--- src/typec_alert_map.svh ---
// Purpose: Offsets, field positions, reset values and fixed codes of the alert bank.
// Assumes: 8-bit registers reached through the two-wire slave port.
// Notes: Definitions only.
`ifndef TYPEC_ALERT_MAP_SVH
`define TYPEC_ALERT_MAP_SVH

// --------------------------------------------------------------------------
// Register offsets
// --------------------------------------------------------------------------
`define OFS_ALERT_SUMMARY 8'h0B
`define OFS_ALERT_MASK 8'h0C
`define OFS_CONNECTION_CHANGE 8'h0D
`define OFS_CONNECTION_STATE 8'h0E
`define OFS_VCONN_MONITOR_CONFIG 8'h20
`define OFS_VBUS_RANGE_CONFIG 8'h22
`define OFS_SOFT_RESET_CONTROL 8'h23
`define OFS_VBUS_DRAIN_TIME 8'h25
`define OFS_VBUS_DRAIN_STATE 8'h26
`define OFS_VBUS_PATH_STATE 8'h27
`define OFS_VBUS_MONITOR_CONFIG 8'h2E

// --------------------------------------------------------------------------
// Field positions
// --------------------------------------------------------------------------
`define BIT_LINK_CHANGE 6
`define BIT_SUPPLY_WATCH 5
`define BIT_FAULT_CHANGE 4
`define BIT_ATTACH_TOGGLED 0
`define BIT_SOFT_RESET 0

// --------------------------------------------------------------------------
// Reset values and fixed bits
// --------------------------------------------------------------------------
`define RST_ALERT_SUMMARY 8'h20
`define MASK_RESERVED_ONES 8'h8F
`define MASK_WRITABLE 8'h70
`define RST_CONNECTION_CHANGE 8'h00
`define RST_CONFIG 8'h00
`define RST_SOFT_RESET_CONTROL 8'h00

// --------------------------------------------------------------------------
// Two-wire slave address
// --------------------------------------------------------------------------
`define SLAVE_ADDR_BASE 7'h28
`define BITS_PER_BYTE 4'h8

`endif

--- src/typec_alert_pkg.sv ---
// Purpose: Types shared by the alert and connection-status bank.
// Assumes: Constants live in typec_alert_map.svh.
// Notes: The whole module state is one packed struct.
package typec_alert_pkg;

  typedef enum logic [3:0] {
    ST_IDLE,
    ST_ADDR,
    ST_ADDR_ACK,
    ST_PTR,
    ST_PTR_ACK,
    ST_WRITE,
    ST_WRITE_ACK,
    ST_READ,
    ST_READ_ACK
  } serial_state_t;

  typedef struct packed {
    logic [2:0] partner_kind;
    logic source_role_active;
    logic plug_power_on;
    logic partner_present;
  } link_status_t;

  typedef struct packed {
    logic [7:0] vconn_monitor_config;
    logic [7:0] vbus_range_config;
    logic [7:0] vbus_drain_time;
    logic [7:0] vbus_monitor_config;
  } supply_config_t;

  typedef struct packed {
    logic scl_s1;
    logic scl_s2;
    logic sda_s1;
    logic sda_s2;
    logic scl_q;
    logic sda_q;
    serial_state_t st;
    logic [3:0] cnt;
    logic [7:0] shift;
    logic [7:0] tx;
    logic [7:0] ptr;
    logic rw;
    logic sda_drive;
    logic loaded;
    logic standby;
    logic attach_prev;
    logic blocks_on;
    logic alert_n;
    logic [7:0] alert_summary;
    logic [7:0] alert_mask;
    logic [7:0] connection_change;
    logic [7:0] soft_reset_control;
    supply_config_t cfg;
  } bank_t;

endpackage : typec_alert_pkg

--- src/typec_alert_status_regs.sv ---
// Purpose: Alert aggregation and connection-status register bank with two-wire slave port.
// Assumes: Pins scl and sda are asynchronous; all other inputs are on clk.
// Notes: Defaults marked as non-volatile are caught from nvm_* inputs after reset.
`timescale 1ns/1ps
`include "typec_alert_map.svh"

// Functional notes
// - Transition register change sets matching summary alert.
// - Summary bits 6,5,4; bit 5 resets one.
// - Read-clear registers clear after being read.
// - Mask bit set blocks summary bit assertion.
// - Mask bits 6:4 default from nvm_inhibit; others ones.
// - Alert low when summary AND not-mask nonzero.
// - Change bit 0 flags attach toggling.
// - Partner kind field in bits 7:5.
// - Bit 4 reports standby power mode.
// - Standby keeps front ends off until attach.
// - Standby only when non-volatile setting enables.
// - Bit 3 shows source role when attached; here it shows source_role_active whether attached or not.
// - Bit 1 shows plug power; bit 2 reserved.
// - Bit 0 shows partner present.
// - Defaults load at reset, some non-volatile.
// - Register 23h commands device reset.
// - Writable supply controls at 22h, 25h, 2Eh.
// - Register 20h writable; listed gaps read-only.
module typec_alert_status_regs (
  input wire logic clk,
  input wire logic rst,
  input wire logic scl,
  input wire logic sda_in,
  output logic sda_out,
  output logic sda_oe,
  input wire logic addr_sel,
  input wire typec_alert_pkg::link_status_t link,
  input wire logic supply_watch_event,
  input wire logic fault_change_event,
  input wire logic [7:0] vbus_drain_state,
  input wire logic [7:0] vbus_path_state,
  input wire logic [2:0] nvm_inhibit,
  input wire logic nvm_standby,
  output logic alert_n,
  output typec_alert_pkg::supply_config_t supply_config,
  output logic soft_reset,
  output logic front_end_on
);
  import typec_alert_pkg::*;

  // --------------------------------------------------------------------------
  // Reset state
  // --------------------------------------------------------------------------
  localparam bank_t BANK_RESET = '{
    scl_s1: 1'b1,
    scl_s2: 1'b1,
    sda_s1: 1'b1,
    sda_s2: 1'b1,
    scl_q: 1'b1,
    sda_q: 1'b1,
    st: ST_IDLE,
    cnt: 4'h0,
    shift: 8'h00,
    tx: 8'h00,
    ptr: 8'h00,
    rw: 1'b0,
    sda_drive: 1'b0,
    loaded: 1'b0,
    standby: 1'b0,
    attach_prev: 1'b0,
    blocks_on: 1'b0,
    alert_n: 1'b1,
    alert_summary: `RST_ALERT_SUMMARY,
    alert_mask: `MASK_RESERVED_ONES | `MASK_WRITABLE,
    connection_change: `RST_CONNECTION_CHANGE,
    soft_reset_control: `RST_SOFT_RESET_CONTROL,
    cfg: '{`RST_CONFIG, `RST_CONFIG, `RST_CONFIG, `RST_CONFIG}
  };

  bank_t q;
  bank_t n;

  // --------------------------------------------------------------------------
  // Next-state logic
  // --------------------------------------------------------------------------
  always_comb begin
    logic scl_rise;
    logic scl_fall;
    logic start_seen;
    logic stop_seen;
    logic [7:0] rd_value;
    logic rd_take;
    logic wr_en;
    logic [7:0] wr_data;
    logic [7:0] wr_addr;
    logic attach_change;
    logic [7:0] alert_set;
    logic [7:0] change_set;
    logic reload;
    scl_rise = 1'b0;
    scl_fall = 1'b0;
    start_seen = 1'b0;
    stop_seen = 1'b0;
    rd_value = 8'h00;
    rd_take = 1'b0;
    wr_en = 1'b0;
    wr_data = 8'h00;
    wr_addr = 8'h00;
    attach_change = 1'b0;
    alert_set = 8'h00;
    change_set = 8'h00;
    reload = 1'b0;
    n = q;

    // Two-flop synchronisers; edge detection compares the second stage with its copy one cycle later (scl_q, sda_q).
    n.scl_s1 = scl;
    n.scl_s2 = q.scl_s1;
    n.sda_s1 = sda_in;
    n.sda_s2 = q.sda_s1;
    n.scl_q = q.scl_s2;
    n.sda_q = q.sda_s2;
    scl_rise = q.scl_s2 & ~q.scl_q;
    scl_fall = ~q.scl_s2 & q.scl_q;
    start_seen = q.scl_s2 & q.scl_q & q.sda_q & ~q.sda_s2;
    stop_seen = q.scl_s2 & q.scl_q & ~q.sda_q & q.sda_s2;

    // Register read view at the current pointer; unmapped and reserved read zero.
    unique case (q.ptr)
      `OFS_ALERT_SUMMARY: begin
        rd_value = q.alert_summary;
      end
      `OFS_ALERT_MASK: begin
        rd_value = q.alert_mask;
      end
      `OFS_CONNECTION_CHANGE: begin
        rd_value = q.connection_change;
      end
      `OFS_CONNECTION_STATE: rd_value = {link.partner_kind, q.standby,
          link.source_role_active, 1'b0, link.plug_power_on,
          link.partner_present};
      `OFS_VCONN_MONITOR_CONFIG: begin
        rd_value = q.cfg.vconn_monitor_config;
      end
      `OFS_VBUS_RANGE_CONFIG: begin
        rd_value = q.cfg.vbus_range_config;
      end
      `OFS_SOFT_RESET_CONTROL: begin
        rd_value = q.soft_reset_control;
      end
      `OFS_VBUS_DRAIN_TIME: begin
        rd_value = q.cfg.vbus_drain_time;
      end
      `OFS_VBUS_DRAIN_STATE: begin
        rd_value = vbus_drain_state;
      end
      `OFS_VBUS_PATH_STATE: begin
        rd_value = vbus_path_state;
      end
      `OFS_VBUS_MONITOR_CONFIG: begin
        rd_value = q.cfg.vbus_monitor_config;
      end
      default: begin
        rd_value = 8'h00;
      end
    endcase

    // ------------------------------------------------------------------------
    // Two-wire slave
    // ------------------------------------------------------------------------
    if (scl_rise) begin
      n.shift = {q.shift[6:0], q.sda_s2};
      n.cnt = q.cnt + 4'h1;
    end
    if (start_seen) begin
      n.st = ST_ADDR;
      n.cnt = 4'h0;
      n.sda_drive = 1'b0;
    end else if (stop_seen) begin
      n.st = ST_IDLE;
      n.sda_drive = 1'b0;
    end else if (scl_fall) begin
      unique case (q.st)
        ST_IDLE: begin
          n.sda_drive = 1'b0;
        end
        ST_ADDR: begin
          if (q.cnt == `BITS_PER_BYTE) begin
            if (q.shift[7:1] == {`SLAVE_ADDR_BASE | {6'h00, addr_sel}}) begin
              n.st = ST_ADDR_ACK;
              n.rw = q.shift[0];
              n.sda_drive = 1'b1;
            end else begin
              n.st = ST_IDLE;
            end
          end
        end
        ST_ADDR_ACK: begin
          n.cnt = 4'h0;
          if (q.rw) begin
            rd_take = 1'b1;
            n.st = ST_READ;
            n.tx = {rd_value[6:0], 1'b0};
            n.sda_drive = ~rd_value[7];
            n.ptr = q.ptr + 8'h01;
          end else begin
            n.st = ST_PTR;
            n.sda_drive = 1'b0;
          end
        end
        ST_PTR: begin
          if (q.cnt == `BITS_PER_BYTE) begin
            n.ptr = q.shift;
            n.st = ST_PTR_ACK;
            n.sda_drive = 1'b1;
          end
        end
        ST_PTR_ACK, ST_WRITE_ACK: begin
          n.cnt = 4'h0;
          n.st = ST_WRITE;
          n.sda_drive = 1'b0;
        end
        ST_WRITE: begin
          if (q.cnt == `BITS_PER_BYTE) begin
            wr_en = 1'b1;
            wr_addr = q.ptr;
            wr_data = q.shift;
            n.ptr = q.ptr + 8'h01;
            n.st = ST_WRITE_ACK;
            n.sda_drive = 1'b1;
          end
        end
        ST_READ: begin
          if (q.cnt == `BITS_PER_BYTE) begin
            n.st = ST_READ_ACK;
            n.sda_drive = 1'b0;
            n.cnt = 4'h0;
          end else begin
            n.sda_drive = ~q.tx[7];
            n.tx = {q.tx[6:0], 1'b0};
          end
        end
        ST_READ_ACK: begin
          n.cnt = 4'h0;
          if (q.shift[0]) begin
            n.st = ST_IDLE;
            n.sda_drive = 1'b0;
          end else begin
            rd_take = 1'b1;
            n.st = ST_READ;
            n.tx = {rd_value[6:0], 1'b0};
            n.sda_drive = ~rd_value[7];
            n.ptr = q.ptr + 8'h01;
          end
        end
      endcase
    end

    // ------------------------------------------------------------------------
    // Event capture
    // ------------------------------------------------------------------------
    attach_change = q.loaded & (link.partner_present != q.attach_prev);
    n.attach_prev = link.partner_present;
    change_set[`BIT_ATTACH_TOGGLED] = attach_change;
    alert_set[`BIT_LINK_CHANGE] = attach_change;
    alert_set[`BIT_SUPPLY_WATCH] = q.loaded & supply_watch_event;
    alert_set[`BIT_FAULT_CHANGE] = q.loaded & fault_change_event;
    alert_set = alert_set & ~q.alert_mask & `MASK_WRITABLE;

    // A read clears the register, but an event in the same cycle survives.
    if (rd_take && q.ptr == `OFS_ALERT_SUMMARY) begin
      n.alert_summary = alert_set;
    end else begin
      n.alert_summary = q.alert_summary | alert_set;
    end
    if (rd_take && q.ptr == `OFS_CONNECTION_CHANGE) begin
      n.connection_change = change_set;
    end else begin
      n.connection_change = q.connection_change | change_set;
    end

    // ------------------------------------------------------------------------
    // Register writes
    // ------------------------------------------------------------------------
    if (wr_en) begin
      unique case (wr_addr)
        `OFS_ALERT_MASK: begin
          n.alert_mask = (wr_data & `MASK_WRITABLE) | `MASK_RESERVED_ONES;
        end
        `OFS_VCONN_MONITOR_CONFIG: begin
          n.cfg.vconn_monitor_config = wr_data;
        end
        `OFS_VBUS_RANGE_CONFIG: begin
          n.cfg.vbus_range_config = wr_data;
        end
        `OFS_SOFT_RESET_CONTROL: begin
          n.soft_reset_control = wr_data;
        end
        `OFS_VBUS_DRAIN_TIME: begin
          n.cfg.vbus_drain_time = wr_data;
        end
        `OFS_VBUS_MONITOR_CONFIG: begin
          n.cfg.vbus_monitor_config = wr_data;
        end
        default: begin
        end
      endcase
    end

    // ------------------------------------------------------------------------
    // Default loading after reset and while software reset is held
    // ------------------------------------------------------------------------
    reload = ~q.loaded | q.soft_reset_control[`BIT_SOFT_RESET];
    if (reload) begin
      n.loaded = 1'b1;
      n.alert_summary = `RST_ALERT_SUMMARY;
      n.alert_mask = {1'b1, nvm_inhibit, 4'hF} | `MASK_RESERVED_ONES;
      n.connection_change = `RST_CONNECTION_CHANGE;
      n.standby = nvm_standby;
      n.attach_prev = link.partner_present;
      n.cfg = '{`RST_CONFIG, `RST_CONFIG, `RST_CONFIG, `RST_CONFIG};
    end

    // Standby keeps the CC and monitoring front ends down until attach.
    n.blocks_on = n.loaded & (~n.standby | link.partner_present);
    n.alert_n = ~|(n.alert_summary & ~n.alert_mask);
  end

  // --------------------------------------------------------------------------
  // State register
  // --------------------------------------------------------------------------
  always_ff @(posedge clk or posedge rst) begin
    if (rst) begin
      q <= BANK_RESET;
    end else begin
      q <= n;
    end
  end

  // --------------------------------------------------------------------------
  // Outputs
  // --------------------------------------------------------------------------
  assign sda_out = 1'b0;
  assign sda_oe = q.sda_drive;
  assign alert_n = q.alert_n;
  assign supply_config = q.cfg;
  assign soft_reset = q.soft_reset_control[`BIT_SOFT_RESET];
  assign front_end_on = q.blocks_on;

endmodule : typec_alert_status_regs

--- config.mk ---
export PLATFORM = sky130hd
export DESIGN_NAME = typec_alert_status_regs
export DESIGN_NICKNAME = d
export VERILOG_FILES = /design/src/typec_alert_pkg.sv /design/src/typec_alert_status_regs.sv
export VERILOG_INCLUDE_DIRS = /design/src
export SDC_FILE = /design/constraint.sdc
export NUM_CORES = 1
export LEC_CHECK = 0
export BUFFER_PORTS_ARGS = -buffer_cell sky130_fd_sc_hd__buf_2
export CAP_MARGIN = 10
export CELL_PAD_IN_SITES_DETAIL_PLACEMENT = 1
export CELL_PAD_IN_SITES_GLOBAL_PLACEMENT = 2
export CORE_MARGIN = 2
export CORE_UTILIZATION = 37
export DETAILED_ROUTE_END_ITERATION = 12
export GPL_ROUTABILITY_DRIVEN = 0
export PLACE_DENSITY = 0.88
export SYNTH_ARGS = -nofsm -noshare
export SYNTH_HDL_FRONTEND = slang
export SYNTH_SLANG_ARGS = --single-unit
--- constraint.sdc ---
create_clock -name clk -period 3.2 [get_ports clk]
set_input_delay 0.16 -clock clk [delete_from_list [all_inputs] [get_ports clk]]
set_output_delay 0.16 -clock clk [all_outputs]
set_load 0.01 [all_outputs]
Word-level counts from Yosys, hierarchy flattened. Cells that the tools add are included.

Output and inout bits: 37. Word-level logic and storage cells: 189. Input bits: 33. Register bits after elaboration: 109.

Bitwise logic cells: 29. Equality and inequality tests: 39. Mux-type cells: 65. Reduce and logical (&&, ||, !) cells: 28. Add/sub/neg operators: 2.

Operators with widths (number): 8-bit 2-to-1 mux (24); 8-bit by 6-bit equality test with 1-bit output, second input constant (12); 8-bit one-hot mux with 11 select lines (1); 32-bit 2-to-1 mux (2); 8-bit by 4-bit equality test with 1-bit output, second input constant (5); 16-bit 2-to-1 mux (2); 8-bit one-hot mux with 4 select lines (1); 4-bit one-hot mux with 7 select lines (1); 24-bit 2-to-1 mux (1); 8-bit one-hot mux with 3 select lines (1); 4-bit 2-to-1 mux (5); 4-bit != test, second input constant (5); 1-bit 2-to-1 mux (19); 4-bit by 3-bit equality test with 1-bit output, second input constant (4); 12-bit 2-to-1 mux (1); 6-bit AND reduction (2); 1-bit AND (11); 2-bit != test, second input constant (5); 1-bit inverter (10); 2-bit AND reduction (5); 2-bit nonzero test (5); 3-bit 2-to-1 mux (3); 9-bit nonzero test (1); 8-bit by 1-bit adder with 8-bit output, second input constant (1); 30 further kinds (36).

Longest topological paths before layout.
Depth after elaboration: 14. Gate-level depth with buffers: 10.

Worst setup path after synthesis. OpenSTA, ideal clock, no wires.

Path type: reg2reg. Start: reg q[95] (netlist name). End: reg q, in the netlist alert_n. Setup time: 0.079 ns. Period minus slack after synthesis: 2.242 ns. Data arrival time: 2.164 ns. Slack: 0.958 ns. Required time: 3.121 ns. Cell stages (with the launch flop): 10. Path buffers: 1. Cell sequence: dfrtp_1 > inv_1 > ha_1 > nand3b_1 > nor4_2 > and4_4 > buf_6 > mux2_4 > mux2_2 > o211a_1.

RTL lines: from (decl) (line typec_alert_status_regs.sv:77) `bank_t q;`; from (signal assigned) (line typec_alert_status_regs.sv:332) `q <= n;`.

==> results by group <==
Outcome
  – Status: finished clean

Global routing
  – Pin count of the biggest net entering global routing: 55
  – Global-route wire length before repair: 27.3 mm
  – Number of global-route vias before repair: 4926
  – Antenna violations before repair: 0
  – GR Overflow Total: 0
  – GRT Util Overall: 0.216

Synth
  – XOR/XNOR Fraction of Synth Area: 0.0109
  – Synth Area in Adders: 0.0133
  – Synthesized flop and latch total: 101
  – Largest family of logic cells by synthesized area: simple AND/OR/NAND/NOR gates
  – Async SR Flop Fraction: 1.00
  – EDFF count, synth: 0
  – Synth cell types: 68
  – Synth top area share: 0.377
  – Most common cell in the synthesized netlist: dfrtp_1
  – Synth area leader: dfrtp_1
  – Synth warnings: 0
  – Top post-synthesis cells by area: dfrtp_1, dfstp_2, mux2i_1, nand2_1, buf_4
  – Synth Flop Type: dfrtp_1
  – Synth Area in Simple Gates: 0.177
  – Register area share after synthesis: 0.451
  – Syn_area_per_cell: 9.62 um^2
  – Post-Synthesis Cell Area: 5640 um^2
  – Post-synth top cells: dfrtp_1, nand2_1, nor2_1
  – Cell count after synthesis: 587
  – Proportion of synthesized area in mux cells: 0.0949
  – Synth Area in Compound Gates: 0.165
  – Post-Syn Nets: 626

Clock tree
  – Clk sink count: 101
  – Htree depth: 3
  – Clk_lat worst skew: 0.35 ns
  – CTS max path bufs: 2
  – Post-CTS Hold Fix Bufs: 4
  – TritonCTS buffer count: 9
  – Number of setup buffers added after CTS: 0
  – Root Buffer: clkbuf_16
  – Number of gates resized after cts: 0
  – CTS tree: built
  – CTS clk-pin slew, worst paths: 0.08 ns

Detailed routing
  – WL met2: 8.09 mm
  – Routed length per instance: 21.1 um
  – TritonRoute pass-1 iters: 5
  – WL final: 16.8 mm
  – Antenna viol nets, final: 0
  – Vias per inst: 5.81
  – Met3 WL: 772 um
  – Vias: 4646
  – DRC Markers: 0
  – Drt initial violations: 329
  – WL met1: 7.51 mm
  – DR top layer: met4

Pwr
  – Static leakage: 2.99 nW
  – Reg power frac: 0.449
  – Logic pwr share: 0.229
  – Sw Share: 0.353
  – Clk pwr share: 0.322
  – PwrDens: 587 nW/um^2
  – Maximum VDD drop: 0.300 mV
  – P_int: 2.36 mW
  – Net Switching: 1.29 mW

STA
  – Max-slew violations: 0
  – Fin crit period: 2.68 ns
  – Worst relative slew slack: 0.232
  – Clock skew: 0.0114 ns
  – RSZ-0062 raised after global routing: no
  – Final setup fails: 0
  – Total Neg Setup Slack: 0 ns
  – Setup WS post-layout: 0.516 ns
  – Slew @ Worst Pin: 1.14 ns
  – Final Cycle Share: 0.839
  – Fmax: 373 MHz
  – Final hold vios: 0

Worst setup path
  – Worst EP arrival: 2.98 ns
  – Endpoint type of the worst setup path: flop
  – CP required: 3.50 ns
  – Reg2reg start: q[72]
  – Worst setup SP type: flop
  – Worst Path Class, Setup: flop to flop
  – R2R cell count: 7
  – R2R setup slack: 0.52 ns
  – FF-to-FF End: alert_n
  – CP max FO: 19

Die
  – Core Box Area: 15000 um^2
  – FP Rows: 45
  – Die W: 128 um
  – Initial Util: 0.375
  – Die area: 16300 um^2
  – Die Y: 128 um
  – IO Pins: 70

Cells and area
  – Area of the multi-input gates: 2610 um^2
  – Sequential cell area: 2550 um^2
  – Share of cells above drive strength 1: 0.232
  – Final Net Count: 645
  – ANT cells: 0
  – Fill count: 1676
  – Final instance area: 6220 um^2
  – P&R area growth vs syn: 10.3%

Placed design
  – Dpl ws: 0.607 ns
  – Cell Area, Placed: 5870 um^2
  – PortBufs: 68
  – Dpl hpwl: 12.1 mm

Job
  – Max cap viols: 0

Hold path
  – Worst Hold Class: primary input to flop
  – HP Start: nvm_inhibit[2]
  – Hold Path Sink: q[54]
  – Hold Path Stages: 3
[power by group through the flow]
stage	Clock (mW)	Sequential, mW	Combinational (mW)
after floorplan	0	1.55	0.611
after global placement	0	1.64	0.775
after detailed placement	0	1.66	0.817
after CTS	1.20	1.64	0.827
after global routing	1.25	1.67	0.919
final	1.18	1.64	0.839
[placed cells by master (no fill, tap or decap), types with 3 or more instances in the layout]
| cell type | count |
|---|---|
| dfrtp_1 | 85 |
| mux2i_1 | 34 |
| xor2_1 | 3 |
| and2_1 | 12 |
| clkbuf_16 | 9 |
| ha_1 | 6 |
| nand4_1 | 4 |
| o221ai_1 | 5 |
| a22oi_1 | 11 |
| nand3_1 | 10 |
| o21ai_0 | 18 |
| nand4_2 | 3 |
| nand3b_1 | 4 |
| xnor2_1 | 4 |
| nor2b_1 | 9 |
| a221oi_1 | 17 |
| dfstp_2 | 16 |
| mux2_2 | 16 |
| o22ai_1 | 10 |
| inv_1 | 14 |
| a31oi_1 | 3 |
| dlygate4sd3_1 | 4 |
| nor3_1 | 7 |
| inv_8 | 3 |
| buf_4 | 7 |
| nand2b_1 | 6 |
| buf_2 | 68 |
| a222oi_1 | 7 |
| a32oi_1 | 3 |
| and3_1 | 5 |
| a21oi_1 | 37 |
| or3_1 | 7 |
| nor2_1 | 46 |
| nand2_1 | 70 |
[sequential cells by signal, summed over array words and instances (netlist names)]
register	flops
soft_reset	1
sda_oe	1
q	61
supply_config	32
n	4
alert_n	1
front_end_on	1
[metal layers]
| metal | global-route usage | vias up |
|---|---|---|
| met5 | 0 | - |
| met4 | 0.0814 | 0 |
| met3 | 0.0373 | 32 |
| met2 | 0.347 | 128 |
| met1 | 0.294 | 2381 |
| li1 | - | 2105 |
[layout make-up]
class / instances / area share
multi-input cells: 399 / 0.420
flip-flops and latches: 101 / 0.409
repair buffers: 80 / 0.0728
clock buffers: 10 / 0.0384
well taps: 188 / 0.0378
clock inverters: 6 / 0.0125
inverters: 15 / 0.00945
[stage by stage]
stage / hold slack, ns / instances / power, mW / utilization
floorplan: 0.164 / 587 / 2.16 / -
finish: 0.0323 / 799 / 3.66 / 0.414
detailed placement: 0.268 / 779 / 2.47 / 0.390
global route: 0.0461 / 799 / 3.84 / 0.414
global placement: 0.265 / 779 / 2.42 / 0.390
CTS: 0.0278 / 799 / 3.66 / 0.414
[worst max-delay path: stages (launching register included)]
cell and delay (ns):
dfrtp_1 0.51, ha_1 0.33, buf_4 0.29, nor2b_1 0.49, and3_1 0.33, nand2_2 0.08
a221oi_1 0.36, o211a_1 0.22
[cells by family (layout without fill, tap and decap cells)]
kind of cell,count (synthesis),count (layout)
buf+inv,87,111
fa+ha+maj,6,6
flops,101,101
simple gates,200,200
compound gates,133,133
xor+xnor,7,7
mux,51,51
other cells,2,2
[worst max-delay path by stage]
stage               startpoint      endpoint  cells after the start
global route             q[72]       alert_n                      7
finish                   q[72]       alert_n                      7
floorplan                  rst  front_end_on                      1
global placement         q[71]        sda_oe                      8
detailed placement       q[72]       alert_n                      7
CTS                      q[72]       alert_n                      7
No activity file was read; power rests on OpenSTA's default activity.
